--- src/sssf_pkg.sv ---
package sssf_pkg;
  // ****************************************
  // register map (byte addresses)
  // ****************************************
  localparam logic [7:0] SSF_ADDR_STATUS = 8'h00;
  localparam logic [7:0] SSF_ADDR_CTRL   = 8'h04;
  localparam logic [7:0] SSF_ADDR_TXDATA = 8'h08;
  localparam logic [7:0] SSF_ADDR_RXDATA = 8'h0C;

  // ****************************************
  // status bit positions and reset values
  // ****************************************
  localparam int SSF_B_TXEMPTY = 7;
  localparam int SSF_B_RXFULL  = 6;
  localparam int SSF_B_OVERRUN = 5;
  localparam int SSF_B_FRAMING = 4;
  localparam int SSF_B_PARITY  = 3;
  localparam int SSF_B_TXEND   = 2;
  localparam int SSF_B_RXMP    = 1;
  localparam int SSF_B_TXMP    = 0;
  localparam logic [7:0] SSF_STATUS_RST = 8'h84;

  // ****************************************
  // control bit positions
  // ****************************************
  localparam int SSF_C_TXEN    = 0;
  localparam int SSF_C_RXEN    = 1;
  localparam int SSF_C_RXIRQEN = 2;
  localparam int SSF_C_MSTOP = 3;
  localparam logic [3:0] SSF_CTRL_RST = 4'h0;

  localparam int SSF_FIFO_DEPTH = 8;

  typedef struct packed {
    logic       mp_bit;
    logic       perr;
    logic       ferr;
    logic [7:0] data;
  } sssf_rxw_t;

  typedef enum logic [1:0] {ST_IDLE, ST_WAIT, ST_DONE} sssf_bus_st_t;
endpackage : sssf_pkg

--- src/sssf_sync3.sv ---
`timescale 1ns/1ps
module sssf_sync3 (
  input  wire logic clk,   // clock
  input  wire logic rstn,  // async reset, low
  input  wire logic d,     // asynchronous level
  output logic      q      // filtered level
);
  logic s1_reg;
  logic s2_reg;
  logic s3_reg;
  // the level moves only once stages two and three agree
  always_ff @(posedge clk or negedge rstn) begin
    if (!rstn) begin
      s1_reg <= 1'h0;
      s2_reg <= 1'h0;
      s3_reg <= 1'h0;
      q      <= 1'h0;
    end else begin
      s1_reg <= d;
      s2_reg <= s1_reg;
      s3_reg <= s2_reg;
      if (s2_reg == s3_reg) q <= s3_reg;
    end
  end
endmodule : sssf_sync3

--- src/sssf_fifo.sv ---
`timescale 1ns/1ps
module sssf_fifo #(
  parameter int W = 8,  // word width
  parameter int D = 8   // depth, power of two
) (
  input  wire logic         clk,        // clock
  input  wire logic         rstn,       // async reset, low
  input  wire logic         in_valid,   // write request
  output logic              in_ready,   // not full
  input  wire logic [W-1:0] in_data,    // write word
  output logic              out_valid,  // not empty
  input  wire logic         out_ready,  // drain accepts
  output logic [W-1:0]      out_data    // head word
);
  localparam int AW = $clog2(D);
  logic [W-1:0]  mem [D];
  logic [AW-1:0] wp_reg;
  logic [AW-1:0] rp_reg;
  logic [AW:0]   cnt_reg;
  logic [AW:0]   cnt_next;
  logic          rdy_reg;
  wire push = in_valid & rdy_reg;
  wire pop  = out_valid & out_ready;
  assign in_ready  = rdy_reg;
  assign out_valid = (cnt_reg != '0);
  assign out_data  = mem[rp_reg];
  assign cnt_next  = cnt_reg + (AW+1)'(push) - (AW+1)'(pop);
  always_ff @(posedge clk or negedge rstn) begin
    if (!rstn) begin
      wp_reg  <= '0;
      rp_reg  <= '0;
      cnt_reg <= '0;
      rdy_reg <= 1'h1;
    end else begin
      wp_reg  <= wp_reg + AW'(push);
      rp_reg  <= rp_reg + AW'(pop);
      cnt_reg <= cnt_next;
      rdy_reg <= (cnt_next != (AW+1)'(D));
    end
  end
  // storage needs no reset; count guards every read
  always_ff @(posedge clk) begin
    if (push) mem[wp_reg] <= in_data;
  end
endmodule : sssf_fifo

--- src/sssf_core.sv ---
// Functional notes
// - status is 8 bits, 84h after reset, standby or module stop
// - cpu may read or write status at any time
// - writing 1 to the five clearable flags is ignored; clear needs read-1 first
// - transmit end and received multiprocessor bit read-only; bit 0 read/write
// - buffer empty set while transmit disabled or on holding-to-shift move
// - buffer empty cleared by software clear or controller write to holding
// - buffer full set when a clean word enters the receive holding register
// - buffer full cleared by software clear or controller read of holding
// - reception error or receive disable leave holding and full flag alone
// - new word while full sets overrun and is discarded
// - overrun cleared by writing 0 after reading 1
// - with interrupt enable, full flag set raises receive interrupt
//
// The AHB-Lite slave port and the address map were chosen for this implementation.
`timescale 1ns/1ps
module sssf_core
  import sssf_pkg::*;
(
  input  wire logic        hclk,          // bus clock, 250 MHz
  input  wire logic        hresetn,       // async reset, low
  input  wire logic        hsel,          // slave select
  input  wire logic [31:0] haddr,         // address
  input  wire logic [1:0]  htrans,        // transfer type
  input  wire logic        hwrite,        // write
  input  wire logic [2:0]  hsize,         // size, word only
  input  wire logic        hready,        // bus ready
  input  wire logic [31:0] hwdata,        // write data
  output logic [31:0]      hrdata,        // read data
  output logic             hreadyout,     // slave ready
  output logic             hresp,         // always okay
  input  wire logic        standby_pin,   // standby request, async
  input  wire logic        tx_load,       // holding moved to shift reg
  input  wire logic        tx_end_in,     // transmitter idle level
  output logic [7:0]       tx_data_o,     // transmit holding register
  output logic             tx_pending_o,  // holding has data
  input  wire logic        xfer_tx_write, // controller writes holding
  input  wire logic [7:0]  xfer_tx_data,  // controller data
  input  wire logic        xfer_rx_read,  // controller reads holding
  input  wire logic        rx_valid,      // received word offered
  output logic             rx_ready,      // fifo can take word
  input  wire sssf_rxw_t   rx_word,       // word, errors, mp bit
  output logic [7:0]       rx_data_o,     // receive holding register
  output logic             rx_full_irq_o  // receive full request
);
  // ****************************************
  // registers
  // ****************************************
  sssf_bus_st_t st_reg;
  sssf_bus_st_t st_next;
  logic [7:0]   addr_reg;
  logic         wr_reg;
  logic [7:0]   stat_reg;
  logic [7:0]   stat_next;
  logic [4:0]   armed_reg;
  logic [4:0]   armed_next;
  logic [3:0]   ctrl_reg;
  logic [7:0]   tx_hold_reg;
  logic [7:0]   rx_hold_reg;
  logic         irq_reg;
  logic         pend_reg;
  logic [31:0]  hrdata_reg;
  logic         hready_reg;
  logic         standby_s;
  logic         fifo_valid;
  sssf_rxw_t    fifo_word;

  function automatic logic [4:0] clr_mask(input logic [4:0] armed,
                                          input logic [4:0] wbits);
    clr_mask = armed & ~wbits;
  endfunction : clr_mask

  // ****************************************
  // bus decode
  // ****************************************
  wire acc     = hsel & htrans[1] & hready;
  wire in_wait = (st_reg == ST_WAIT);
  wire wr_go   = in_wait & wr_reg;
  wire rd_go   = in_wait & ~wr_reg;
  wire wr_stat = wr_go & (addr_reg == SSF_ADDR_STATUS);
  wire rd_stat = rd_go & (addr_reg == SSF_ADDR_STATUS);
  wire wr_ctrl = wr_go & (addr_reg == SSF_ADDR_CTRL);
  wire wr_txd  = wr_go & (addr_reg == SSF_ADDR_TXDATA);
  wire [4:0] clr_now = clr_mask(armed_reg, hwdata[7:3]);
  wire init    = standby_s | ctrl_reg[SSF_C_MSTOP];
  wire tx_en     = ctrl_reg[SSF_C_TXEN];
  wire rx_en     = ctrl_reg[SSF_C_RXEN];
  wire rx_irq_en = ctrl_reg[SSF_C_RXIRQEN];
  wire [31:0] rd_mux =
    (addr_reg == SSF_ADDR_STATUS) ? {24'h000000, stat_reg} :
    (addr_reg == SSF_ADDR_CTRL)   ? {28'h0000000, ctrl_reg} :
    (addr_reg == SSF_ADDR_TXDATA) ? {24'h000000, tx_hold_reg} :
    (addr_reg == SSF_ADDR_RXDATA) ? {24'h000000, rx_hold_reg} : 32'h00000000;

  // ****************************************
  // receive drain
  // ****************************************
  // fifo holds words while receive is off, so disabling never drops data
  wire drain   = fifo_valid & rx_en;
  wire ovr_go  = drain & stat_reg[SSF_B_RXFULL];
  wire err_go  = drain & ~stat_reg[SSF_B_RXFULL] & (fifo_word.ferr | fifo_word.perr);
  wire load_go = drain & ~stat_reg[SSF_B_RXFULL] & ~fifo_word.ferr & ~fifo_word.perr;

  sssf_fifo #(.W($bits(sssf_rxw_t)), .D(SSF_FIFO_DEPTH)) u_rx_fifo (
    .clk       (hclk),
    .rstn      (hresetn),
    .in_valid  (rx_valid),
    .in_ready  (rx_ready),
    .in_data   (rx_word),
    .out_valid (fifo_valid),
    .out_ready (rx_en),
    .out_data  (fifo_word)
  );

  sssf_sync3 u_stby (
    .clk  (hclk),
    .rstn (hresetn),
    .d    (standby_pin),
    .q    (standby_s)
  );

  // ****************************************
  // bus sequencing
  // ****************************************
  // one wait state on every access keeps hrdata a flop
  always_comb begin
    st_next = st_reg;
    unique case (st_reg)
      ST_IDLE: if (acc) st_next = ST_WAIT;
      ST_WAIT: st_next = ST_DONE;
      ST_DONE: st_next = acc ? ST_WAIT : ST_IDLE;
    endcase
  end

  // ****************************************
  // status next value
  // ****************************************
  always_comb begin
    stat_next  = stat_reg;
    armed_next = armed_reg;
    if (rd_stat) armed_next = armed_reg | stat_reg[7:3];
    if (wr_stat) begin
      stat_next[7:3] = stat_reg[7:3] & ~clr_now;
      armed_next     = 5'h00;
      stat_next[SSF_B_TXMP] = hwdata[SSF_B_TXMP];
    end
    if (xfer_tx_write) stat_next[SSF_B_TXEMPTY] = 1'h0;
    if (xfer_rx_read) stat_next[SSF_B_RXFULL] = 1'h0;
    if (!tx_en || tx_load) stat_next[SSF_B_TXEMPTY] = 1'h1;
    if (load_go) begin
      stat_next[SSF_B_RXFULL] = 1'h1;
      stat_next[SSF_B_RXMP]   = fifo_word.mp_bit;
    end
    if (ovr_go) stat_next[SSF_B_OVERRUN] = 1'h1;
    // error set builds on the cleared value so a same-cycle clear of the other flag holds
    if (err_go) begin
      stat_next[SSF_B_FRAMING] = stat_next[SSF_B_FRAMING] | fifo_word.ferr;
      stat_next[SSF_B_PARITY]  = stat_next[SSF_B_PARITY] | fifo_word.perr;
    end
    stat_next[SSF_B_TXEND] = tx_end_in;
    if (init) begin
      stat_next  = SSF_STATUS_RST;
      armed_next = 5'h00;
    end
  end

  // ****************************************
  // flops
  // ****************************************
  always_ff @(posedge hclk or negedge hresetn) begin
    if (!hresetn) begin
      st_reg     <= ST_IDLE;
      addr_reg   <= 8'h00;
      wr_reg     <= 1'h0;
      hready_reg <= 1'h1;
      hrdata_reg <= 32'h00000000;
    end else begin
      st_reg     <= st_next;
      hready_reg <= (st_next != ST_WAIT);
      if (acc) begin
        addr_reg <= haddr[7:0];
        wr_reg   <= hwrite;
      end
      if (rd_go) hrdata_reg <= rd_mux;
    end
  end

  always_ff @(posedge hclk or negedge hresetn) begin
    if (!hresetn) begin
      stat_reg  <= SSF_STATUS_RST;
      armed_reg <= 5'h00;
      ctrl_reg  <= SSF_CTRL_RST;
      irq_reg   <= 1'h0;
      pend_reg  <= 1'h0;
    end else begin
      stat_reg  <= stat_next;
      armed_reg <= armed_next;
      if (wr_ctrl) ctrl_reg <= hwdata[3:0];
      irq_reg   <= rx_irq_en & stat_next[SSF_B_RXFULL];
      pend_reg  <= ~stat_next[SSF_B_TXEMPTY];
    end
  end

  always_ff @(posedge hclk or negedge hresetn) begin
    if (!hresetn) begin
      tx_hold_reg <= 8'h00;
      rx_hold_reg <= 8'h00;
    end else begin
      if (xfer_tx_write) tx_hold_reg <= xfer_tx_data;
      else if (wr_txd) tx_hold_reg <= hwdata[7:0];
      if (load_go) rx_hold_reg <= fifo_word.data;
    end
  end

  assign hrdata        = hrdata_reg;
  assign hreadyout     = hready_reg;
  assign hresp         = 1'h0;
  assign tx_data_o     = tx_hold_reg;
  assign tx_pending_o  = pend_reg;
  assign rx_data_o     = rx_hold_reg;
  assign rx_full_irq_o = irq_reg;
endmodule : sssf_core

--- config.mk ---
export PLATFORM = sky130hd
export DESIGN_NAME = sssf_core
export DESIGN_NICKNAME = d
export VERILOG_FILES = /design/src/sssf_pkg.sv /design/src/sssf_sync3.sv /design/src/sssf_fifo.sv /design/src/sssf_core.sv
export SDC_FILE = /design/constraint.sdc
export NUM_CORES = 1
export LEC_CHECK = 0
export ABC_AREA = 0
export CAP_MARGIN = 0
export CELL_PAD_IN_SITES_DETAIL_PLACEMENT = 1
export CELL_PAD_IN_SITES_GLOBAL_PLACEMENT = 2
export CORE_MARGIN = 2
export CORE_UTILIZATION = 44
export CTS_BUF_LIST = sky130_fd_sc_hd__clkbuf_16
export DETAILED_ROUTE_END_ITERATION = 10
export DONT_BUFFER_PORTS = 1
export PLACE_DENSITY = 0.78
export SYNTH_ARGS = -nofsm -noshare
export SYNTH_HDL_FRONTEND = slang
export SYNTH_SLANG_ARGS = --single-unit
--- constraint.sdc ---
create_clock -name hclk -period 2.66 [get_ports hclk]
set_input_delay 0.266 -clock hclk [delete_from_list [all_inputs] [get_ports hclk]]
set_output_delay 0.266 -clock hclk [all_outputs]
set_load 0.01 [all_outputs]
Word level (Yosys, flattened, before mapping)

Memory sizes are Yosys's and may differ from the RTL's.
Cells that the tools add are included.

Bits of input ports: 99
Memories: 1
Bits in latches: 0
Output and inout bits: 53
Word-level logic and storage cells: 100
Register bits: 94
Memory bits (writable): 88
Bits in read-only memories: 0

Multiply operators: 0
Bitwise logic cells: 30
Magnitude comparators: 0
Reduce and logical (&&, ||, !) cells: 10
Shift-type cells: 0
Equality and inequality tests: 8
Add/sub/neg operators: 4
Divide/modulo/power cells: 0
Mux-type cells: 24

Memory list:

| name          | depth | bits a word | rd ports | clocked after Yosys merged registers in | write ports | RTL line        | RTL |
|---|---|---|---|---|---|---|---|
| u_rx_fifo.mem | 8     | 11          | 1        | 0                                       | 1           | sssf_fifo.sv:16 | `logic [W-1:0] mem [D];` |

Operator list:

| kind                                                            | count |
|---|---|
| 8-bit 2-to-1 mux                                                | 7 |
| 5-bit 2-to-1 mux                                                | 4 |
| 1-bit bitwise AND                                               | 16 |
| 8-bit by 4-bit == test with 1-bit output, second input constant | 2 |
| 5-bit bitwise AND                                               | 2 |
| 1-bit 2-to-1 mux                                                | 10 |
| 5-bit NOT                                                       | 2 |
| 8-bit by 3-bit == test with 1-bit output, second input constant | 1 |
| 8-bit zero test                                                 | 1 |
| 3-bit by 1-bit adder with 3-bit output                          | 2 |
| 2-bit one-hot mux with 3 select lines                           | 1 |
| 2-bit nonzero test                                              | 3 |
| 3-bit nonzero test                                              | 2 |
| 1-bit NOT                                                       | 5 |
| 5-bit bitwise OR                                                | 1 |
| 4-bit by 1-bit adder with 4-bit output                          | 1 |
| 2-bit 2-to-1 mux                                                | 2 |
| 4-bit != test, second input constant                            | 1 |
| 1-bit bitwise OR                                                | 4 |
| 4-bit nonzero test                                              | 1 |
| 4-bit by 1-bit subtractor with 4-bit output                     | 1 |
| 2-bit by 1-bit == test with 1-bit output, second input constant | 1 |
| 2-bit == test, second input constant                            | 1 |
| 2-bit zero test                                                 | 1 |
| 4 further kinds                                                 | 4 |

Depth between registers and ports, before layout

Word-level depth: 9
Depth in mapped cells: 11
Depth with buffers taken out: 11

Hierarchy

From an unflattened synthesis, not the netlist that was laid out.

Cell total of the unflattened synthesis: 462
Area, all modules: 6920.4 µm²

By module, submodules not included:

| module     | cells an instance | seq. area each (µm²) | area each (µm²) | times used |
|---|---|---|---|---|
| sssf_fifo  | 206               | 2919.0               | 3970.1          | 1 |
| sssf_core  | 251               | 1380.1               | 2839.0          | 1 |
| sssf_sync3 | 5                 | 100.1                | 111.4           | 1 |

Worst setup path after synthesis

OpenSTA, ideal clock, no wires.

Kind: reg2reg
From: register u_rx_fifo.cnt_reg[2]
To: register u_rx_fifo.rdy_reg, in the netlist u_rx_fifo.in_ready
Setup time: 0.082 ns
Arrival time: 1.977 ns
Path slack: 0.601 ns
Buffers on the path: 0
Period minus slack after synthesis: 2.059 ns
Cell stages (with the launch flop): 12
Data required time: 2.578 ns
Path through: dfrtp_1 inv_1 ha_1 a21o_1 inv_1 ha_1 inv_1 ha_1 fa_1 xor2_1 nor3_1 nand2_1

Word-level cells in the longest chain between the ends: 4
Elaborated cells between the ends (all ways): 5
Those cells by class: 2 x add/sub; 1 x eq/ne; 1 x bitwise; 1 x reduce/logical

Ends and longest elaborated chain:

| element                                                                                        | RTL line        | RTL |
|---|---|---|
| start: declaration                                                                             | sssf_fifo.sv:19 | `logic [AW:0] cnt_reg;` |
| start signal: assignment                                                                       | sssf_fifo.sv:37 | `cnt_reg <= cnt_next;` |
| parallel branches: the longest is 2 deep, another holds 4-bit by 1-bit adder with 4-bit output | n/a             |  |
| 4-bit by 1-bit subtractor with 4-bit output *                                                  | sssf_fifo.sv:27 | `assign cnt_next = cnt_reg + (AW+1)'(push) - (AW+1)'(pop);` |
| via u_rx_fifo.cnt_next[2]                                                                      | sssf_fifo.sv:20 | `logic [AW:0] cnt_next;` |
| 4-bit != test *                                                                                | sssf_fifo.sv:38 | `rdy_reg <= (cnt_next != (AW+1)'(D));` |
| end signal: assignment                                                                         | sssf_fifo.sv:38 |  |
| end: declaration                                                                               | sssf_fifo.sv:21 | `logic rdy_reg;` |

Mark *: on every way through the listed nets, which the timed path passes.
A chain may end at the register's enable or synchronous reset.

Final worst setup path

From: register u_rx_fifo.rp_reg[0]
To: register rx_hold_reg[4], in the netlist rx_data_o[4]

Word-level cells in the longest chain between the ends: 4
Elaborated cells between the ends (all ways): 5
Those cells by class: 4 x bitwise; 1 x memory

Ends and longest elaborated chain:

| element                         | RTL line         | RTL |
|---|---|---|
| start: declaration              | sssf_fifo.sv:18  | `logic [AW-1:0] rp_reg;` |
| start signal: assignment        | sssf_fifo.sv:36  | `rp_reg <= rp_reg + AW'(pop);` |
| memory 8 x 11 bit *             | n/a              |  |
| 1-bit NOT                       | sssf_core.sv:102 | `wire load_go = drain & ~stat_reg[SSF_B_RXFULL] & ~fifo_word.ferr & ~fifo_word.perr;` |
| 1-bit bitwise AND (2 in series) | sssf_core.sv:102 |  |
| end signal: assignment          | sssf_core.sv:211 | `if (load_go) rx_hold_reg <= fifo_word.data;` |
| end: declaration                | sssf_core.sv:59  | `logic [7:0] rx_hold_reg;` |

Mark *: on every way between the ends. The rest lies on a longest branch, timed or not.

==> results.py <==
metrics = {
    "sta": {
        "fin_crit_ps": 2400,
        "fin_crit_sh": 0.904,
        "worstMarginPinSlew_ps": 527,
        "setup_viol_count_final": 0,
        "slew_viol_final": 0,
        "max_slew_margin": 0.648,
        "timing.setup.tns_ps": 0,
        "hold_viol": 0,
        "fmax_mhz": 416,
        "finClkSkew_ps": 17.4,
        "rsz0062_at_grt": "no",
    },
    "pwr": {
        "powerDensity_nw_per_um2": 970,
        "swShare": 0.288,
        "p_leak_nw": 3.02,
        "intPower_mw": 5.41,
        "seqPwrFrac": 0.442,
        "comb_power_share": 0.246,
        "peakVddDrop_v": 0.000542,
        "clockPowerShare": 0.313,
        "power.switching_mw": 2.18,
    },
    "yosys": {
        "synth_edf_count": 88,
        "synth_top_area_frac": 0.397,
        "netlist_top_cells_count": "88 x edfxtp_1, 66 x dfrtp_1, 32 x mux2_2",
        "yosysSeqAreaShare": 0.660,
        "synthCells": 419,
        "ys_top_cells_by_area": "edfxtp_1 40%, dfrtp_1 25%, mux4_2 8.1%, mux2_2 5.4%, buf_4 3.0%",
        "postSynthAreaPerCell_um2": 15.9,
        "synth-async-reset-ratio": 0.443,
        "synth_most_common_cell": "edfxtp_1",
        "yosysTopAreaCell": "edfxtp_1",
        "ys_seq_elements": 158,
        "synthFlopType": "edfxtp_1",
        "synth.distinct_cells": 45,
        "ys_warn_count": 0,
        "synth.cell_area_um2": 6660,
    },
    "layout": {
        "fillCellCount": 1388,
        "largest_register_ff_count": 88,
        "diodes": 0,
        "drive_gt1_frac": 0.227,
        "final_cell_area_um2": 7830,
        "area_growth_pct": 17.6,
        "final_nets": 586,
        "regMostFlops": "u_rx_fifo.mem",
        "multiInputGateArea_um2": 2030,
        "final-seq-area_um2": 4400,
    },
    "global_route": {
        "grt_pass1_vias": 3888,
        "grt_max_degree": 71,
        "grt_pass1_wl_mm": 22.5,
        "grt.overflow.total": 0,
        "grt.total_usage": 0.190,
        "antenna_found_initial": 0,
    },
    "placed_design": {
        "hpwl_mm": 9.44,
        "place.port_buffers": 0,
        "gp_congestion": 0.754,
        "dpl-instance-area_um2": 6850,
    },
    "worst_setup_path": {
        "critical_path_required_ps": 2960,
        "start_kind": "flip-flop",
        "cp-end-kind": "flip-flop",
        "rrSetupSlack_ps": 260,
        "critPathMaxStageDelay_ps": 620,
        "r2r-start": "u_rx_fifo.rp_reg[0]",
        "crit_type": "reg -> reg",
        "reg2reg_to": "rx_data_o[4]",
        "timing.critical_path.cells": "mux4_2 -> mux2i_1 -> o211a_1 -> mux2_2",
        "cp_max_fo": 9,
        "cp.arrival_ps": 2700,
        "reg2reg_depth": 4,
        "cp_slowest_cell": "dfrtp_1",
    },
    "status": {
        "outcome": "completed",
    },
    "floorplan": {
        "placementRows": 44,
        "coreArea_um2": 14600,
        "die-height_um": 127,
        "io_pins": 152,
        "chipWidth_um": 127,
        "die_area_um2": 16100,
        "start_util": 0.455,
    },
    "clock_network": {
        "cts_buffers": 17,
        "ctsHtreeMaxLevel": 4,
        "path_clk_slew_ps": 60,
        "clock-sinks": 158,
        "cts_tree": "done",
        "cts_buffer_depth": 2,
        "root_buffer": "clkbuf_16",
        "clk_latency_ps": 430,
    },
    "route": {
        "wire_per_inst_um": 21.6,
        "m1WireLength_mm": 6.14,
        "route.met3.wl_um": 702,
        "viasPerCell": 5.40,
        "first_iter_violations": 260,
        "vias": 3637,
        "routed_wirelength_mm": 14.5,
        "drc_errors": 0,
        "dr.pass1.iters": 6,
        "postRouteAntennaNets": 0,
        "routed.top_layer": "met4",
        "wl_met2_mm": 7.48,
    },
    "worst_hold_path": {
        "hp-class": "in -> reg",
        "min_path_cells": 3,
        "hold_start": "xfer_tx_write",
        "holdPathEnd": "stat_reg[7]",
    },
    "flow_run": {
        "maxCapViolCount": 0,
    },
}
[routing by layer]
layer  up-vias  global-route usage
met5         -                   0
met4         0              0.0633
met3        17              0.0578
met2        90               0.313
met1      1899               0.241
li1       1631                   -
[cell usage in the layout, fill, tap and decap left out, drive strengths merged, types with 4 or more instances in the layout]
cell,synthesis,routed
ha,10,10
buf,32,19
edfxtp,88,88
dlygate4sd3,0,37
dfstp,4,4
nand2,18,18
mux2,32,32
nor2,15,15
inv,15,17
mux2i,17,17
clkbuf,10,17
nand2b,10,10
a22o,9,9
clkinv,0,5
nor3,4,4
dfrtp,66,66
xor2,4,4
a21oi,11,11
mux4,24,24
conb,1,25
or4,4,4
nand3,7,7
clkinvlp,0,5
o21ai,17,17
[cells by family after synthesis]
group | count (synthesis) | share of synthesized area
flops | 158 | 0.660
mux | 73 | 0.161
simple gates | 69 | 0.0554
buf+inv | 57 | 0.0481
compound gates | 45 | 0.0462
fa+ha+maj | 12 | 0.0233
xor+xnor | 4 | 0.00526
other cells | 1 | 0.000563
[per-stage QoR]
stage | worst slack (ps) | total power, mW | std cells | utilization | hold slack, ps
after floorplan | 601 | 4.68 | 443 | - | -29.6
after global placement | 295 | 5.12 | 602 | 0.467 | -26.1
after detailed placement | 263 | 5.21 | 602 | 0.467 | -25.8
after CTS | 19.0 | 7.70 | 672 | 0.534 | 29.0
after global routing | 117 | 7.99 | 673 | 0.535 | 53.8
final | 256 | 7.60 | 673 | 0.535 | 57.3
[timing repair]
item                       in CTS  in global routing
buffers inserted                0                  1
hold buffers                   38                  0
gates resized for setup         0                  0
hold endpoints to repair      183                  0
setup endpoints to repair       0                  1
[how the worst max path moves through the flow]
stage | start | to | slack [ps] | cells past startpoint
2_1_floorplan | u_rx_fifo.cnt_reg[2] | u_rx_fifo.in_ready | 600 | 11
3_3_place_gp | u_rx_fifo.rp_reg[0] | rx_data_o[7] | 290 | 4
3_5_place_dp | u_rx_fifo.rp_reg[0] | rx_data_o[4] | 260 | 4
4_1_cts | addr_reg[5] | tx_data_o[0] | 20 | 5
5_1_grt | u_rx_fifo.rp_reg[0] | rx_data_o[4] | 120 | 4
6_report | u_rx_fifo.rp_reg[0] | rx_data_o[4] | 260 | 4
[final cells by class]
| cell class | count | area share |
|---|---|---|
| clock inverter | 15 | 0.0198 |
| sequential | 158 | 0.562 |
| multi-input combinational | 228 | 0.259 |
| timing repair buffer | 56 | 0.0681 |
| inverter | 15 | 0.00719 |
| clock buffer | 17 | 0.0543 |
| tap | 184 | 0.0294 |
[worst max-delay path, delay by kind of cell (launching register included)]
family,cells,cell delay [ps]
mux,3,1240
flops,1,620
compound gates,1,420
[power by group through the flow]
stage | Sequential (mW) | Clock, mW | Combinational, mW
after floorplan | 3.25 | 0 | 1.43
after global placement | 3.38 | 0 | 1.74
after detailed placement | 3.41 | 0 | 1.80
after CTS | 3.37 | 2.43 | 1.91
after global routing | 3.41 | 2.52 | 2.06
final | 3.35 | 2.38 | 1.87
Note: power is estimated with default switching activity, not from simulation.
